**src/common/seq_pkg.sv**
```systemverilog
// Notes on behaviour
// - Mode 1: pulses latch run, held bits jog.
// - Mode 1: enabled run key latches running.
// - Mode 1: enabled direction key reverses direction.
// - Held sequencing bits beat keypad actions.
// - Enabled stop key stops unless bits force.
// - Jog accepted only from the ready state.
// - Run request beats a jog request.
// - Mode 2: wire-proof bits, enable gives inhibit.
// - Mode 2: run needs enable, one direction.
// - Modes 2 to 4 ignore keypad keys.
// - Mode 3: run, jog, reverse levels.
// - Mode 4: as mode 2, enable ignored.
// - Mode 4: run needs exactly one direction.
// - Operation needs output enable and no trip.
// - Keypad reference selection overrides sequencing mode.
// - Sequencing bits and enable clear at power-up.
package seq_pkg;
  // Register map, byte addresses
  localparam int ADDR_W = 4;
  localparam int DATA_W = 32;
  localparam logic [3:0] CTRL_OFS = 4'h0;
  localparam logic [3:0] STAT_OFS = 4'h4;
  // Control register fields
  localparam int CTL_SEQ = 0;
  localparam int CTL_DEN = 4;
  localparam int CTL_KRUN = 5;
  localparam int CTL_KSTOP = 6;
  localparam int CTL_KDIR = 7;
  localparam int CTL_OUTEN = 8;
  localparam int CTL_MODE = 9;
  localparam int CTL_FREF = 12;
  // Output enable set, mode 2, all sequencing bits clear
  localparam logic [31:0] CTRL_RST = 32'h0000_0500;
  localparam logic [31:0] CTRL_MASK = 32'h0000_7FFF;
  // Sequencing modes
  localparam logic [2:0] MODE_LATCH = 3'h1;
  localparam logic [2:0] MODE_WIRE = 3'h2;
  localparam logic [2:0] MODE_PLC = 3'h3;
  localparam logic [2:0] MODE_WPLC = 3'h4;
  localparam logic [2:0] FREF_KEYPAD = 3'h4;
  // Keypad keys
  localparam int N_KEYS = 3;
  localparam int KEY_RUN = 0;
  localparam int KEY_STOP = 1;
  localparam int KEY_DIR = 2;
  // Status register fields
  localparam int STAT_RUN = 0;
  localparam int STAT_JOG = 1;
  localparam int STAT_REV = 2;
  localparam int STAT_INH = 3;
  localparam int STAT_RDY = 4;
  localparam int STAT_TRIP = 5;
  localparam int STAT_LAT = 6;
  // Sequencer states
  typedef enum logic [2:0] {st_inh, st_rdy, st_run, st_jog, st_trip} seq_state_t;
endpackage

```
**src/common/key_if.sv**
```systemverilog
`timescale 1ns/1ps
`default_nettype none
// One-cycle key press events
interface key_if;
  logic [seq_pkg::N_KEYS-1:0] press;
  modport src(output press);
  modport dst(input press);
endinterface
`default_nettype wire

```
**src/rtl/key_pulse.sv**
```systemverilog
`timescale 1ns/1ps
`default_nettype none
module key_pulse (
  input wire logic mclk_in,
  input wire logic rst_n_in,
  input wire logic [seq_pkg::N_KEYS-1:0] keys_in,
  key_if.src kp
);
  // Synchroniser stages and last level
  logic [seq_pkg::N_KEYS-1:0] meta_r;
  logic [seq_pkg::N_KEYS-1:0] sync_r;
  logic [seq_pkg::N_KEYS-1:0] prev_r;
  logic [seq_pkg::N_KEYS-1:0] press_r;

  // Two stages before any logic reads the keys
  always_ff @(posedge mclk_in or negedge rst_n_in)
  begin
    if (!rst_n_in)
    begin
      meta_r <= '0;
      sync_r <= '0;
    end
    else
    begin
      meta_r <= keys_in;
      sync_r <= meta_r;
    end
  end

  // Rising edge gives one press per push
  always_ff @(posedge mclk_in or negedge rst_n_in)
  begin
    if (!rst_n_in)
    begin
      prev_r <= '0;
      press_r <= '0;
    end
    else
    begin
      prev_r <= sync_r;
      press_r <= sync_r & ~prev_r;
    end
  end

  assign kp.press = press_r;
endmodule
`default_nettype wire

```
**src/rtl/drive_run_sequencer.sv**
```systemverilog
// Implementation choices: the placing of the registers and the Avalon-MM register port.
`timescale 1ns/1ps
`default_nettype none
module drive_run_sequencer (
  input wire logic mclk_in,
  input wire logic nrst_in,
  input wire logic [3:0] avs_address_in,
  input wire logic avs_read_in,
  input wire logic avs_write_in,
  input wire logic [31:0] avs_writedata_in,
  input wire logic [3:0] avs_byteenable_in,
  output logic [31:0] avs_readdata_out,
  output logic avs_waitrequest_out,
  input wire logic key_run_in,
  input wire logic key_stop_in,
  input wire logic key_dir_in,
  input wire logic trip_in,
  output logic run_out,
  output logic jog_out,
  output logic reverse_out,
  output logic inhibit_out,
  output logic ready_out
);
  // Reset release synchroniser
  logic rst_meta_r;
  logic rst_n;
  // Register file and bus handshake
  logic [31:0] ctrl_r;
  logic [31:0] rdata_r;
  logic wait_r;
  logic wr_go;
  // Control fields
  logic [3:0] seq;
  logic den;
  logic outen;
  logic [2:0] mode;
  logic [2:0] mode_prev_r;
  logic kpad;
  logic mode_chg;
  logic permit;
  logic any_held;
  // Keypad events
  key_if keys ();
  logic k_run;
  logic k_stop;
  logic k_dir;
  // Latched run and direction
  logic run_lat_r;
  logic dir_lat_r;
  // Decoded requests
  logic inh;
  logic run_eff;
  logic jog_lvl;
  logic dir_run;
  logic dir_jog;
  logic wp_mode;
  // Sequencer state
  seq_pkg::seq_state_t state_r;
  seq_pkg::seq_state_t state_nxt;
  logic run_r;
  logic jog_r;
  logic rev_r;
  logic inh_r;
  logic rdy_r;

  // Reset is asserted at once, released after two edges
  always_ff @(posedge mclk_in or negedge nrst_in)
  begin
    if (!nrst_in)
    begin
      rst_meta_r <= 1'b0;
      rst_n <= 1'b0;
    end
    else
    begin
      rst_meta_r <= 1'b1;
      rst_n <= rst_meta_r;
    end
  end

  // Key conditioning
  key_pulse u_keys (
    .mclk_in(mclk_in),
    .rst_n_in(rst_n),
    .keys_in({key_dir_in, key_stop_in, key_run_in}),
    .kp(keys.src)
  );

  assign k_run = keys.press[seq_pkg::KEY_RUN];
  assign k_stop = keys.press[seq_pkg::KEY_STOP];
  assign k_dir = keys.press[seq_pkg::KEY_DIR];

  // Field decode
  assign seq = ctrl_r[seq_pkg::CTL_SEQ +: 4];
  assign den = ctrl_r[seq_pkg::CTL_DEN];
  assign outen = ctrl_r[seq_pkg::CTL_OUTEN];
  assign mode = ctrl_r[seq_pkg::CTL_MODE +: 3];
  assign kpad = ctrl_r[seq_pkg::CTL_FREF +: 3] == seq_pkg::FREF_KEYPAD;
  assign mode_chg = (mode != mode_prev_r);
  assign permit = outen && !trip_in;
  assign any_held = |seq;
  assign wp_mode = !kpad && (mode == seq_pkg::MODE_WIRE || mode == seq_pkg::MODE_PLC
                             || mode == seq_pkg::MODE_WPLC);

  // Bus write accepted only at the waitrequest-low edge
  assign wr_go = avs_write_in && !wait_r;

  // One wait cycle per access, then a low cycle
  always_ff @(posedge mclk_in or negedge rst_n)
  begin
    if (!rst_n)
      wait_r <= 1'b1;
    else if (wait_r && (avs_read_in || avs_write_in))
      wait_r <= 1'b0;
    else
      wait_r <= 1'b1;
  end

  // Control register, byte lanes honoured
  always_ff @(posedge mclk_in or negedge rst_n)
  begin
    if (!rst_n)
      ctrl_r <= seq_pkg::CTRL_RST;
    else if (wr_go && avs_address_in == seq_pkg::CTRL_OFS)
    begin
      for (int i = 0; i < 4; i++)
      begin
        if (avs_byteenable_in[i])
          ctrl_r[8*i +: 8] <= avs_writedata_in[8*i +: 8] & seq_pkg::CTRL_MASK[8*i +: 8];
      end
    end
  end

  // Read data captured with the ack; unmapped reads give zero
  always_ff @(posedge mclk_in or negedge rst_n)
  begin
    if (!rst_n)
      rdata_r <= 32'h0000_0000;
    else if (wait_r && avs_read_in)
    begin
      if (avs_address_in == seq_pkg::CTRL_OFS)
        rdata_r <= ctrl_r;
      else if (avs_address_in == seq_pkg::STAT_OFS)
      begin
        rdata_r <= 32'h0000_0000;
        rdata_r[seq_pkg::STAT_RUN] <= run_r;
        rdata_r[seq_pkg::STAT_JOG] <= jog_r;
        rdata_r[seq_pkg::STAT_REV] <= rev_r;
        rdata_r[seq_pkg::STAT_INH] <= inh_r;
        rdata_r[seq_pkg::STAT_RDY] <= rdy_r;
        rdata_r[seq_pkg::STAT_TRIP] <= trip_in;
        rdata_r[seq_pkg::STAT_LAT] <= run_lat_r;
      end
      else
        rdata_r <= 32'h0000_0000;
    end
  end

  // Mode history for change detection
  always_ff @(posedge mclk_in or negedge rst_n)
  begin
    if (!rst_n)
      mode_prev_r <= seq_pkg::CTRL_RST[seq_pkg::CTL_MODE +: 3];
    else
      mode_prev_r <= mode;
  end

  // Latched run and direction for mode 1 and keypad control
  always_ff @(posedge mclk_in or negedge rst_n)
  begin
    if (!rst_n)
    begin
      run_lat_r <= 1'b0;
      dir_lat_r <= 1'b0;
    end
    else if (!permit || mode_chg || wp_mode)
    begin
      // Nothing latched survives a trip, disable, mode change or level mode
      run_lat_r <= 1'b0;
      dir_lat_r <= 1'b0;
    end
    else if (kpad)
    begin
      // Keypad reference: keys work whatever their enables
      if (!den || k_stop)
        run_lat_r <= 1'b0;
      else if (k_run)
        run_lat_r <= 1'b1;
      if (k_dir)
        dir_lat_r <= !dir_lat_r;
    end
    else if (mode == seq_pkg::MODE_LATCH)
    begin
      if (!den)
        run_lat_r <= 1'b0;
      else if (seq[0])
      begin
        // A momentary forward pulse is enough to latch
        run_lat_r <= 1'b1;
        dir_lat_r <= 1'b0;
      end
      else if (seq[2])
      begin
        run_lat_r <= 1'b1;
        dir_lat_r <= 1'b1;
      end
      else if (!any_held)
      begin
        // Keys act only while no bit is forcing; stop beats run
        if (k_stop && ctrl_r[seq_pkg::CTL_KSTOP])
          run_lat_r <= 1'b0;
        else if (k_run && ctrl_r[seq_pkg::CTL_KRUN])
          run_lat_r <= 1'b1;
        if (k_dir && ctrl_r[seq_pkg::CTL_KDIR])
          dir_lat_r <= !dir_lat_r;
      end
    end
  end

  // Request decode per mode; keys play no part in modes 2 to 4
  always_comb
  begin
    inh = 1'b0;
    run_eff = 1'b0;
    jog_lvl = 1'b0;
    dir_run = dir_lat_r;
    dir_jog = dir_lat_r;
    if (kpad)
    begin
      inh = !den;
      run_eff = run_lat_r;
    end
    else
    begin
      case (mode)
        seq_pkg::MODE_LATCH:
        begin
          // Jog only while held; forward wins if both held
          run_eff = run_lat_r;
          jog_lvl = den && (seq[1] || seq[3]);
          dir_jog = !seq[1] && seq[3];
        end
        seq_pkg::MODE_WIRE:
        begin
          // Both direction bits mean stop
          inh = !den;
          run_eff = den && (seq[0] ^ seq[2]) && !seq[1];
          jog_lvl = den && (seq[0] ^ seq[2]) && seq[1];
          dir_run = seq[2];
          dir_jog = seq[2];
        end
        seq_pkg::MODE_PLC:
        begin
          // Enable and bit 3 have no say here
          run_eff = seq[0] && !seq[1];
          jog_lvl = seq[0] && seq[1];
          dir_run = seq[2];
          dir_jog = seq[2];
        end
        seq_pkg::MODE_WPLC:
        begin
          run_eff = (seq[0] ^ seq[2]) && !seq[1];
          jog_lvl = (seq[0] ^ seq[2]) && seq[1];
          dir_run = seq[2];
          dir_jog = seq[2];
        end
        default:
        begin
          // Other selector values give neither run nor jog
          run_eff = 1'b0;
        end
      endcase
    end
  end

  // Sequencer next state
  always_comb
  begin
    state_nxt = state_r;
    if (!permit)
      state_nxt = trip_in ? seq_pkg::st_trip : seq_pkg::st_inh;
    else if (inh)
      state_nxt = seq_pkg::st_inh;
    else
    begin
      case (state_r)
        seq_pkg::st_inh, seq_pkg::st_trip:
          state_nxt = seq_pkg::st_rdy;
        seq_pkg::st_rdy:
        begin
          // Run is checked first so it wins over jog
          if (run_eff)
            state_nxt = seq_pkg::st_run;
          else if (jog_lvl)
            state_nxt = seq_pkg::st_jog;
        end
        seq_pkg::st_run:
        begin
          // A jog bit raised while running is still a run
          if (!(run_eff || (wp_mode && jog_lvl)))
            state_nxt = seq_pkg::st_rdy;
        end
        seq_pkg::st_jog:
        begin
          if (run_eff)
            state_nxt = seq_pkg::st_run;
          else if (!jog_lvl)
            state_nxt = seq_pkg::st_rdy;
        end
        default:
          state_nxt = seq_pkg::st_inh;
      endcase
    end
  end

  // State and registered outputs
  always_ff @(posedge mclk_in or negedge rst_n)
  begin
    if (!rst_n)
    begin
      state_r <= seq_pkg::st_inh;
      run_r <= 1'b0;
      jog_r <= 1'b0;
      rev_r <= 1'b0;
      inh_r <= 1'b1;
      rdy_r <= 1'b0;
    end
    else
    begin
      state_r <= state_nxt;
      run_r <= (state_nxt == seq_pkg::st_run);
      jog_r <= (state_nxt == seq_pkg::st_jog);
      inh_r <= (state_nxt == seq_pkg::st_inh) || (state_nxt == seq_pkg::st_trip);
      rdy_r <= (state_nxt == seq_pkg::st_rdy);
      // Direction only moves while there is motion
      if (state_nxt == seq_pkg::st_jog)
        rev_r <= dir_jog;
      else if (state_nxt == seq_pkg::st_run)
        rev_r <= dir_run;
    end
  end

  assign avs_readdata_out = rdata_r;
  assign avs_waitrequest_out = wait_r;
  assign run_out = run_r;
  assign jog_out = jog_r;
  assign reverse_out = rev_r;
  assign inhibit_out = inh_r;
  assign ready_out = rdy_r;
endmodule
`default_nettype wire

```
**config.mk**
```make
export PLATFORM = sky130hd
export DESIGN_NAME = drive_run_sequencer
export DESIGN_NICKNAME = d
export VERILOG_FILES = /design/src/common/seq_pkg.sv /design/src/common/key_if.sv /design/src/rtl/key_pulse.sv /design/src/rtl/drive_run_sequencer.sv
export SDC_FILE = /design/constraint.sdc
export NUM_CORES = 1
export LEC_CHECK = 0
export BUFFER_PORTS_ARGS = -buffer_cell sky130_fd_sc_hd__buf_2
export CAP_MARGIN = 10
export CORE_ASPECT_RATIO = 0.75
export CORE_UTILIZATION = 56
export CTS_BUF_LIST = sky130_fd_sc_hd__clkbuf_4
export DETAILED_ROUTE_END_ITERATION = 6
export GPL_TIMING_DRIVEN = 0
export PLACE_DENSITY = 0.92
export SYNTH_ARGS = -nofsm -noshare
export SYNTH_HDL_FRONTEND = slang
export SYNTH_SLANG_ARGS = --single-unit
```
**constraint.sdc**
```tcl
create_clock -name mclk_in -period 2.9 [get_ports mclk_in]
set_input_delay 0.29 -clock mclk_in [delete_from_list [all_inputs] [get_ports mclk_in]]
set_output_delay 0.29 -clock mclk_in [all_outputs]
set_load 0.01 [all_outputs]
```
After elaboration in Yosys (flattened, before gate mapping):

Cells that the tools add are included.

* RAM bits: 0
* logic and storage cells: 135
* memories: 0
* memory bits (read-only): 0
* bits in latches: 0
* register bits after elaboration: 75

* shift-type cells: 0
* multipliers: 0
* add/subtract/negate cells: 0
* div/mod/pow operators: 0
* multiplexer cells: 44
* reduce and logical (&&, ||, !) cells: 49
* equal/unequal tests: 20
* magnitude comparators: 0
* bitwise logic cells: 3

Operator list (number)
* two-way mux 1 bit: 30
* two-way mux 3 bit: 8
* logical AND 1 bit: 19
* == test 3 x 2 -> 1 bit, second input constant: 6
* two-way mux 15 bit: 1
* == test 3 bit, second input constant: 4
* one-hot mux 3 bit (4 select lines): 1
* == test 3 x 1 -> 1 bit, second input constant: 3
* logical OR 1 bit: 9
* one-hot mux 1 bit (4 select lines): 2
* zero test 1 bit: 7
* two-way mux 7 bit: 1
* != test 7 x 3 -> 1 bit, second input constant: 1
* zero test 3 bit: 2
* != test 6 x 5 -> 1 bit, second input constant: 1
* nonzero test 3 bit: 2
* != test 5 x 4 -> 1 bit, second input constant: 1
* AND reduction 5 bit: 1
* nonzero test 5 bit: 1
* == test 4 x 3 -> 1 bit, second input constant: 1
* zero test 4 bit: 1
* != test 4 x 1 -> 1 bit, second input constant: 1
* AND reduction 2 bit: 2
* AND reduction 4 bit: 1
* other kinds (10): 10

Longest topological paths before layout:

Gate-level depths: netlist of run 1.

* depth after elaboration: 14
* gate-level depth with buffers: 8

Cells and area by module:

Synthesis of run 1 repeated with hierarchy kept, for this count alone.

* cells, all modules: 235
* area total of the unflattened synthesis: 2662.6 sq um

Modules (own cells, without submodules)
* drive_run_sequencer: seq. area each 1157.4 sq um, times used 1, area an instance 2321.0 sq um, cells an instance 220
* key_pulse: seq. area each 300.3 sq um, times used 1, area an instance 341.6 sq um, cells an instance 15

Worst setup path after synthesis of run 1:

OpenSTA, ideal clock, no wires.

* path type: reg-to-reg
* start point: register ctrl_r[0]
* end point: register rev_r (netlist: reverse_out)
* data required time: 2.775 ns
* slack: 0.845 ns
* arrival time: 1.930 ns
* stages on the path, launching flop included: 9
* period minus slack after synthesis: 2.055 ns
* path buffers: 0
* cell sequence: dfrtp_1 inv_1 ha_1 nand2_1 o22a_1 a211oi_2 o21ai_1 a211oi_4 mux2_4

* cells in the longest elaborated chain, start to end: 13

RTL lines
* start: declaration: RTL line drive_run_sequencer.sv:28 `logic [31:0] ctrl_r;`
* start signal: assignment: RTL line drive_run_sequencer.sv:123 `ctrl_r <= seq_pkg::CTRL_RST;`
* start signal: indexed assignment: RTL line drive_run_sequencer.sv:129 `ctrl_r[8*i +: 8] <= avs_writedata_in[8*i +: 8] & seq_pkg::CTRL_MASK[8*i +: 8];`
* XOR 1 bit
* logical AND 1 bit: RTL line drive_run_sequencer.sv:247, drive_run_sequencer.sv:248
* logical AND 1 bit: RTL line drive_run_sequencer.sv:248 `jog_lvl = den && (seq[0] ^ seq[2]) && seq[1];`
* one-hot mux 1 bit (4 select lines): RTL line drive_run_sequencer.sv:235 `case (mode)`
* two-way mux 1 bit: RTL line drive_run_sequencer.sv:228 `if (kpad)`
* logical AND 1 bit: RTL line drive_run_sequencer.sv:300 `if (!(run_eff || (wp_mode && jog_lvl)))`
* logical OR 1 bit: RTL line drive_run_sequencer.sv:300
* two-way mux 3 bit: RTL line drive_run_sequencer.sv:300
* one-hot mux 3 bit (4 select lines) *: RTL line drive_run_sequencer.sv:286 `case (state_r)`
* two-way mux 3 bit *: RTL line drive_run_sequencer.sv:282 `else if (inh)`
* two-way mux 3 bit *: RTL line drive_run_sequencer.sv:280 `if (!permit)`
* net state_nxt[1]: RTL line drive_run_sequencer.sv:59 `seq_pkg::seq_state_t state_nxt;`
* == test 3 x 2 -> 1 bit (on tied branches): RTL line drive_run_sequencer.sv:336, drive_run_sequencer.sv:338
* two-way mux 1 bit / nonzero test 2 bit (equally long branches)
* end signal: assignment: RTL line drive_run_sequencer.sv:337 `rev_r <= dir_jog;`
* end signal: assignment: RTL line drive_run_sequencer.sv:339 `rev_r <= dir_run;`
* end: declaration: RTL line drive_run_sequencer.sv:62 `logic rev_r;`

Mark *: on every way through the listed nets, which the timed path passes. The rest lies on a longest branch.
A chain may end at the register's enable or synchronous reset.

Final worst setup path of run 1:

Same ends and word-level chain as after synthesis.

==> results.md, run 1 <==
- Status: finished, final reports clean
- Seq cells post-synth: 58
- PostCTS Resize Cnt: 0
- Tcrit/Tclk final: 83.00%
- Cell taking the most area after synthesis: dfrtp_1
- Crit Path Category: reg -> reg
- Ant diodes: 0
- Core region area: between 4000 and 5000 um2
- # Post-CTS Setup Buffers: 0
- Die ar.: around 5000 um2
- Post-synthesis average cell area: 11.37 um2
- Detailed Routing Iterations Pass 1: 5
- DP Cell Count: ~350
- IO Count: between 80 and 90
- Largest net degree at the start of global routing: 34
- DRC: 0
- Clock root buffer: clkbuf_4
- Clk slew on worst S/H paths: between 100 and 150 ps
- Yosys top cell area share: 51.41%
- Top-count cell post-synth: dfrtp_1
- Achievable frequency: about 0.42 GHz
- Hold Crit Class: in -> reg
- Tmin final: 2407 ps
- Iter 0 DRT Violations: 139
- I/O Buffers: 49
- DIE HEIGHT: 60.78 um
- Seq/Total Area, Yosys: between 50% and 60%
- Post-synth top flop: dfrtp_1
- Final wirelength: 5.552 mm
- Final WS setup: slightly below 500 ps
- Final std cells w/o fill: 368
- Share of layout cells above drive strength 1: roughly 37%
- First-pass GRT wire length: approximately 9 mm
- Post-route ant nets: 0
- Initial Utilization: between 60% and 70%
- Synth top cells by count: dfrtp_1 (53), nand2_1 (32), o21ai_0 (22)
- Gr usage total: between 20 and 30%
- Cell Area, Synth: roughly 2600 um2
- Setup TNS: 0 ps
- Crit path max fanout: 6
- Lkg Pwr: 1.539 nW
- Critical path required time: approximately 3200 ps
- Relative slew slack: between 20% and 30%
- CTS tree: built
- Layout Nets: 357
- CTS H-tree depth: 3
- Via count: about 2000
- Drt wl/cell: about 15 um
- Final Max Tran Viols: 0
- Pwr Density: between 500 and 600 nW/um2
- Dpl ws: approximately 570 ps
- Setup crit end kind: register
- CP startpoint kind: register
- Final setup violation count: 0
- GR peak layer: met2
- Clock Latency Late Sink: 410 ps
- Synth warnings: 0
- Final core occ: 75.00%
- Post-synth EDFFs: 0
- Post-synth cell types: 47
- Async SR Flop Fraction: between 90% and 100%
- Initial antenna violation count: 0
- Met3 Usage GRT: under 10%
- Placer Congestion: roughly 0.90
- Filler Cell Count: between 200 and 300
- DP HPWL: 4.043 mm
- Vias per cell: roughly 5.5
- RSZ-0062 raised after global routing: no
- CP Data Arrival Time: about 2700 ps
- Vias in the first global route: 1894
- Max_cap viols: 0
- Count of standard-cell rows: 20
- Worst Tran Pin Value: 1123 ps
- Area growth syn-to-layout: 22.94%
- Mapped Cells: about 230
- Tightest hold margin: 51.67 ps
- Hold Buf Count CTS: 4
- Clock sinks: 58
- Num CTS Buffers: 9
- VDD IR max: about 340 uV
- Area contributors post-synth: dfrtp_1 (51%), mux2_2 (6.5%), buf_4 (5.2%)
- DIE WIDTH: 80.38 um
- Clock Skews: approximately 15 ps
- Routing usage on met2: between 40% and 50%
- Grt total ovfl: 0
- Final hold violations: 0
- CTS max path bufs: 2
- GR Util met1: between 30% and 40%
[cells in the final DEF, fill, tap and decap left out, types with 2 or more instances in the layout]
cell type / Yosys / final
a21oi_1: 4 / 4
a22oi_1: 8 / 8
buf_2: 2 / 51
buf_4: 18 / 18
bufinv_16: 0 / 2
clkbuf_1: 5 / 5
clkbuf_4: 0 / 10
clkinv_2: 0 / 2
conb_1: 2 / 18
dfrtp_1: 53 / 52
dfstp_2: 5 / 5
dlygate4sd3_1: 0 / 4
inv_1: 3 / 3
mux2_2: 15 / 15
mux2i_1: 2 / 2
nand2_1: 32 / 32
nand4_1: 3 / 3
nor2_1: 6 / 6
nor2b_1: 8 / 8
nor3b_2: 2 / 2
o211ai_1: 3 / 3
o21ai_0: 22 / 22
o21ai_1: 2 / 2
o22a_1: 2 / 2
o22ai_1: 2 / 2
xnor2_1: 3 / 3
[kinds of logic after synthesis]
| family | Yosys count | share of synthesized area (%) |
|---|---|---|
| AO/OA/AOI/OAI | 52 | 13.43 |
| XOR/XNOR | 3 | 1.019 |
| adder cells (fa/ha/maj) | 1 | 0.4849 |
| buffers and inverters | 28 | 6.790 |
| flip-flops | 58 | 56.50 |
| multiplexers | 19 | 8.341 |
| other | 2 | 0.2911 |
| AND/OR/NAND/NOR | 64 | 13.14 |
[path summary, 6_finish.rpt]
kind / startpoint / endpoint / slack [ps] / cells past startpoint
max: ctrl_r[0]$_DFFE_PN0P_ / reverse_out$_DFFE_PN0P_ / 490 / 8
min reg2reg: rst_n$_DFF_PN0_ / u_keys.kp.press[1]$_DFF_PN0_ / 260 / 0
max in group asynchronous: rst_n$_DFF_PN0_ / avs_waitrequest_out$_DFF_PN1_ / 2030 / 1
max reg2reg: ctrl_r[0]$_DFFE_PN0P_ / reverse_out$_DFFE_PN0P_ / 490 / 8
min: avs_write_in / avs_waitrequest_out$_DFF_PN1_ / 50 / 2
min in group asynchronous: nrst_in / rst_n$_DFF_PN0_ / 180 / 2
[worst max-delay path: stages (launching register included)]
cell and delay (ps):
dfrtp_1 500, inv_1 100, ha_1 330, nand2_1 70, o22a_1 210, a211oi_2 260
o21ai_1 150, a211oi_4 350, mux2_4 330
[through the flow]
stage / power [W] / instance area [um2]
floorplan: 0.001107 / 2640
global placement: 0.001178 / 2954
detailed placement: 0.001195 / 2975
CTS: 0.001848 / 3172
global route: 0.001925 / 3172
finish: 0.001843 / 3172
[sequential cells by signal (all words and copies together), names as in the netlist]
signal / count
run_out: 1
state_r: 3
avs_waitrequest_out: 1
u_keys.sync_r: 3
ctrl_r: 15
dir_lat_r: 1
rst_meta_r: 1
avs_readdata_out: 15
rst_n: 1
u_keys.kp.press: 3
mode_prev_r: 3
reverse_out: 1
run_lat_r: 1
u_keys.prev_r: 3
jog_out: 1
inhibit_out: 1
u_keys.meta_r: 3
ready_out: 1
[layout make-up]
cell class                      count  area [um2]  share of cell area [%]
Inverter                            3       11.26                  0.3550
Clock buffer                       10       75.07                   2.367
Sequential cell                    58        1459                   46.00
Multi-Input combinational cell    157        1007                   31.76
Timing Repair Buffer               54       305.3                   9.625
Buffer                             25       163.9                   5.168
Tap cell                           55       68.82                   2.170
Clock inverter                      6       81.33                   2.564
[layer usage]
layer / vias to the layer above / share of wire, % / wire length, um
li1: 927 / - / -
met1: 974 / 42 / 2342
met2: 97 / 47 / 2629
met3: 14 / 7.8 / 432
met4: 0 / 2.7 / 148
met5: - / 0 / 0
[power breakdown]
group,switching (W),internal (W)
registers,0.0000615,0.000870
clock network,0.000299,0.000354
logic,0.000138,0.000121
total,0.000499,0.00134
Note: power is estimated with default switching activity, not from simulation.
==> run 2, diff against run 1 <==
--- a/config.mk
+++ b/config.mk
@@ -8,11 +8,11 @@
 export BUFFER_PORTS_ARGS = -buffer_cell sky130_fd_sc_hd__buf_2
 export CAP_MARGIN = 10
 export CORE_ASPECT_RATIO = 0.75
-export CORE_UTILIZATION = 56
+export CORE_UTILIZATION = 47
 export CTS_BUF_LIST = sky130_fd_sc_hd__clkbuf_4
 export DETAILED_ROUTE_END_ITERATION = 6
 export GPL_TIMING_DRIVEN = 0
-export PLACE_DENSITY = 0.92
+export PLACE_DENSITY = 0.83
 export SYNTH_ARGS = -nofsm -noshare
 export SYNTH_HDL_FRONTEND = slang
 export SYNTH_SLANG_ARGS = --single-unit
==> constraint.sdc (replaced) <==
create_clock -name mclk_in -period 2.2 [get_ports mclk_in]
set_input_delay 0.22 -clock mclk_in [delete_from_list [all_inputs] [get_ports mclk_in]]
set_output_delay 0.22 -clock mclk_in [all_outputs]
set_load 0.01 [all_outputs]
==> results.md, run 2 (synthesized netlist as in run 1, its figures left out) <==
- DRC: 0
- Tightest hold margin: about 40 ps
- Gr usage total: around a fifth
- Area growth syn-to-layout: 25.46%
- Filler Cell Count: between 400 and 500
- Area of the multi-input gates: ~1000 um2
- Final std cells w/o fill: roughly 390
- Hold Crit Class: in -> reg
- Crit path max fanout: 4
- Num CTS Buffers: 9
- Pwr Density: ~690 nW/um2
- DIE HEIGHT: 66.17 um
- Clock Skews: around 8.4 ps
- I/O Buffers: 49
- DP HPWL: between 3 and 4 mm
- NetSw: 0.0006346 W
- DIE WIDTH: a little under 90 um
- Count of standard-cell rows: 22
- Clock root buffer: clkbuf_4
- DP Cell Count: about 370
- Grt total ovfl: 0
- Commonest cells after routing, fill and taps aside: buf_2 (51), dfrtp_1 (51), nand2_1 (31)
- CP Data Arrival Time: between 2000 and 2500 ps
- Vias per cell: about 5.0
- Worst Tran Pin Value: 1202 ps
- Status: finished, final reports clean
- CP startpoint kind: register
- Clk pwr share: 28.0%
- Max_cap viols: 0
- Sw frac: ~28%
- Initial antenna violation count: 0
- CTS max path bufs: 2
- Ant diodes: 0
- Tmin final: approximately 2200 ps
- Relative slew slack: between 10% and 20%
- First-pass GRT wire length: 8.514 mm
- Final hold violations: 0
- CTS H-tree depth: 3
- Clock Latency Late Sink: slightly above 400 ps
- Achievable frequency: approximately 0.46 GHz
- Core region area: ~5100 um2
- Final setup violation count: 0
- IO Count: between 80 and 90
- Tcrit/Tclk final: 98.51%
- Worst-case reg-to-reg path depth: 8
- Lkg Pwr: around 1.6 nW
- Detailed Routing Iterations Pass 1: 4
- Register Area: around 1500 um2
- Final wirelength: between 5 and 6 mm
- Pint: ~0.0016 W
- Final Max Tran Viols: 0
- Clk slew on worst S/H paths: 90 ps
- Dpl ws: -87.60 ps
- Seq pwr share: 54.9%
- Largest net degree at the start of global routing: 35
- Worst path max stage delay: ~400 ps
- Clock sinks: 58
- Post-route ant nets: 0
- Drt wl/cell: 13.61 um
- Vias in the first global route: 1791
- Die ar.: around 5800 um2
- RSZ-0062 raised after global routing: yes
- Final WS setup: roughly 33 ps
- Crit Path Category: reg -> reg
- Crit-path cells: inv_2 > ha_4 > nand2_2 > o22a_1 > a211oi_2 > o21ai_2 > a211oi_4 > mux2_4
- Cell count of the worst hold path: 2
- Layout Nets: around 370
- Share of layout cells above drive strength 1: approximately two fifths
- Combinational power share: between 10% and 20%
- Via count: ~2000
- Initial Utilization: roughly half
- VDD IR max: approximately 360 uV
- Slowest cell on the critical path: dfrtp_2
- Critical path required time: around 2500 ps
- Final core occ: 63.56%
- Placer Congestion: just under 0.9
- Iter 0 DRT Violations: about 160
- CTS tree: built
- Setup crit end kind: register
run 2: timing repair:
action	4_1_cts	5_1_grt
hold buffers	6	1
pin swaps	2	5
resized for setup	2	5
hold endpoints to repair	6	1
buffers inserted	2	3
setup endpoints to repair	1	1
run 2: final cells by class:
| type | count | share of cell area (%) |
|---|---|---|
| multi-input cells | 157 | 31.81 |
| well taps | 72 | 2.783 |
| repair buffers | 62 | 11.52 |
| flip-flops and latches | 58 | 45.11 |
| clock inverters | 4 | 0.5798 |
| inverters | 3 | 0.3479 |
| clock buffers | 12 | 2.783 |
| plain buffers | 25 | 5.064 |
run 2: metrics by stage:
step	setup TNS [ps]	cell area, um2	power [W]
floorplan	0	2640	0.001459
global placement	-3205	2975	0.001552
detailed placement	-87.60	2997	0.001573
CTS	0	3186	0.002224
global route	-69.01	3237	0.002358
finish	0	3237	0.002228
run 2: layer usage:
layer  share of wire [%]  vias to the layer above  track usage, %
met3                 7.4                       11           8.989
met2                  46                       83           31.64
met5                   0                        -               0
met4                 1.5                        0           8.402
li1                    -                      941               -
met1                  45                      923           25.88
run 2: path summary, 6_finish.rpt:
path	from	end	slack (ps)
max in group asynchronous	rst_n$_DFF_PN0_	mode_prev_r[1]$_DFF_PN1_	1330
max	ctrl_r[0]$_DFFE_PN0P_	reverse_out$_DFFE_PN0P_	30
min reg2reg	rst_n$_DFF_PN0_	ctrl_r[1]$_DFFE_PN0P_	250
min	avs_writedata_in[11]	ctrl_r[11]$_DFFE_PN0P_	40
max reg2reg	ctrl_r[0]$_DFFE_PN0P_	reverse_out$_DFFE_PN0P_	30
min in group asynchronous	nrst_in	rst_n$_DFF_PN0_	100
run 2: power by group through the flow:
stage / combinational (W) / clock [W] / sequential [W]
6_report: 0.000381 / 0.000624 / 0.00122
5_1_grt: 0.000422 / 0.000703 / 0.00123
4_1_cts: 0.000354 / 0.000649 / 0.00122
3_5_place_dp: 0.000327 / 0 / 0.00125
3_3_place_gp: 0.000302 / 0 / 0.00125
2_1_floorplan: 0.000227 / 0 / 0.00123
run 2: critical path, delay by kind of cell, from the launching register on:
kind,cells,cell delay (ps)
AND/OR/NAND/NOR,1,50
multiplexers,1,320
adder cells (fa/ha/maj),1,270
buffers and inverters,1,60
AO/OA/AOI/OAI,4,960
flip-flops,1,400
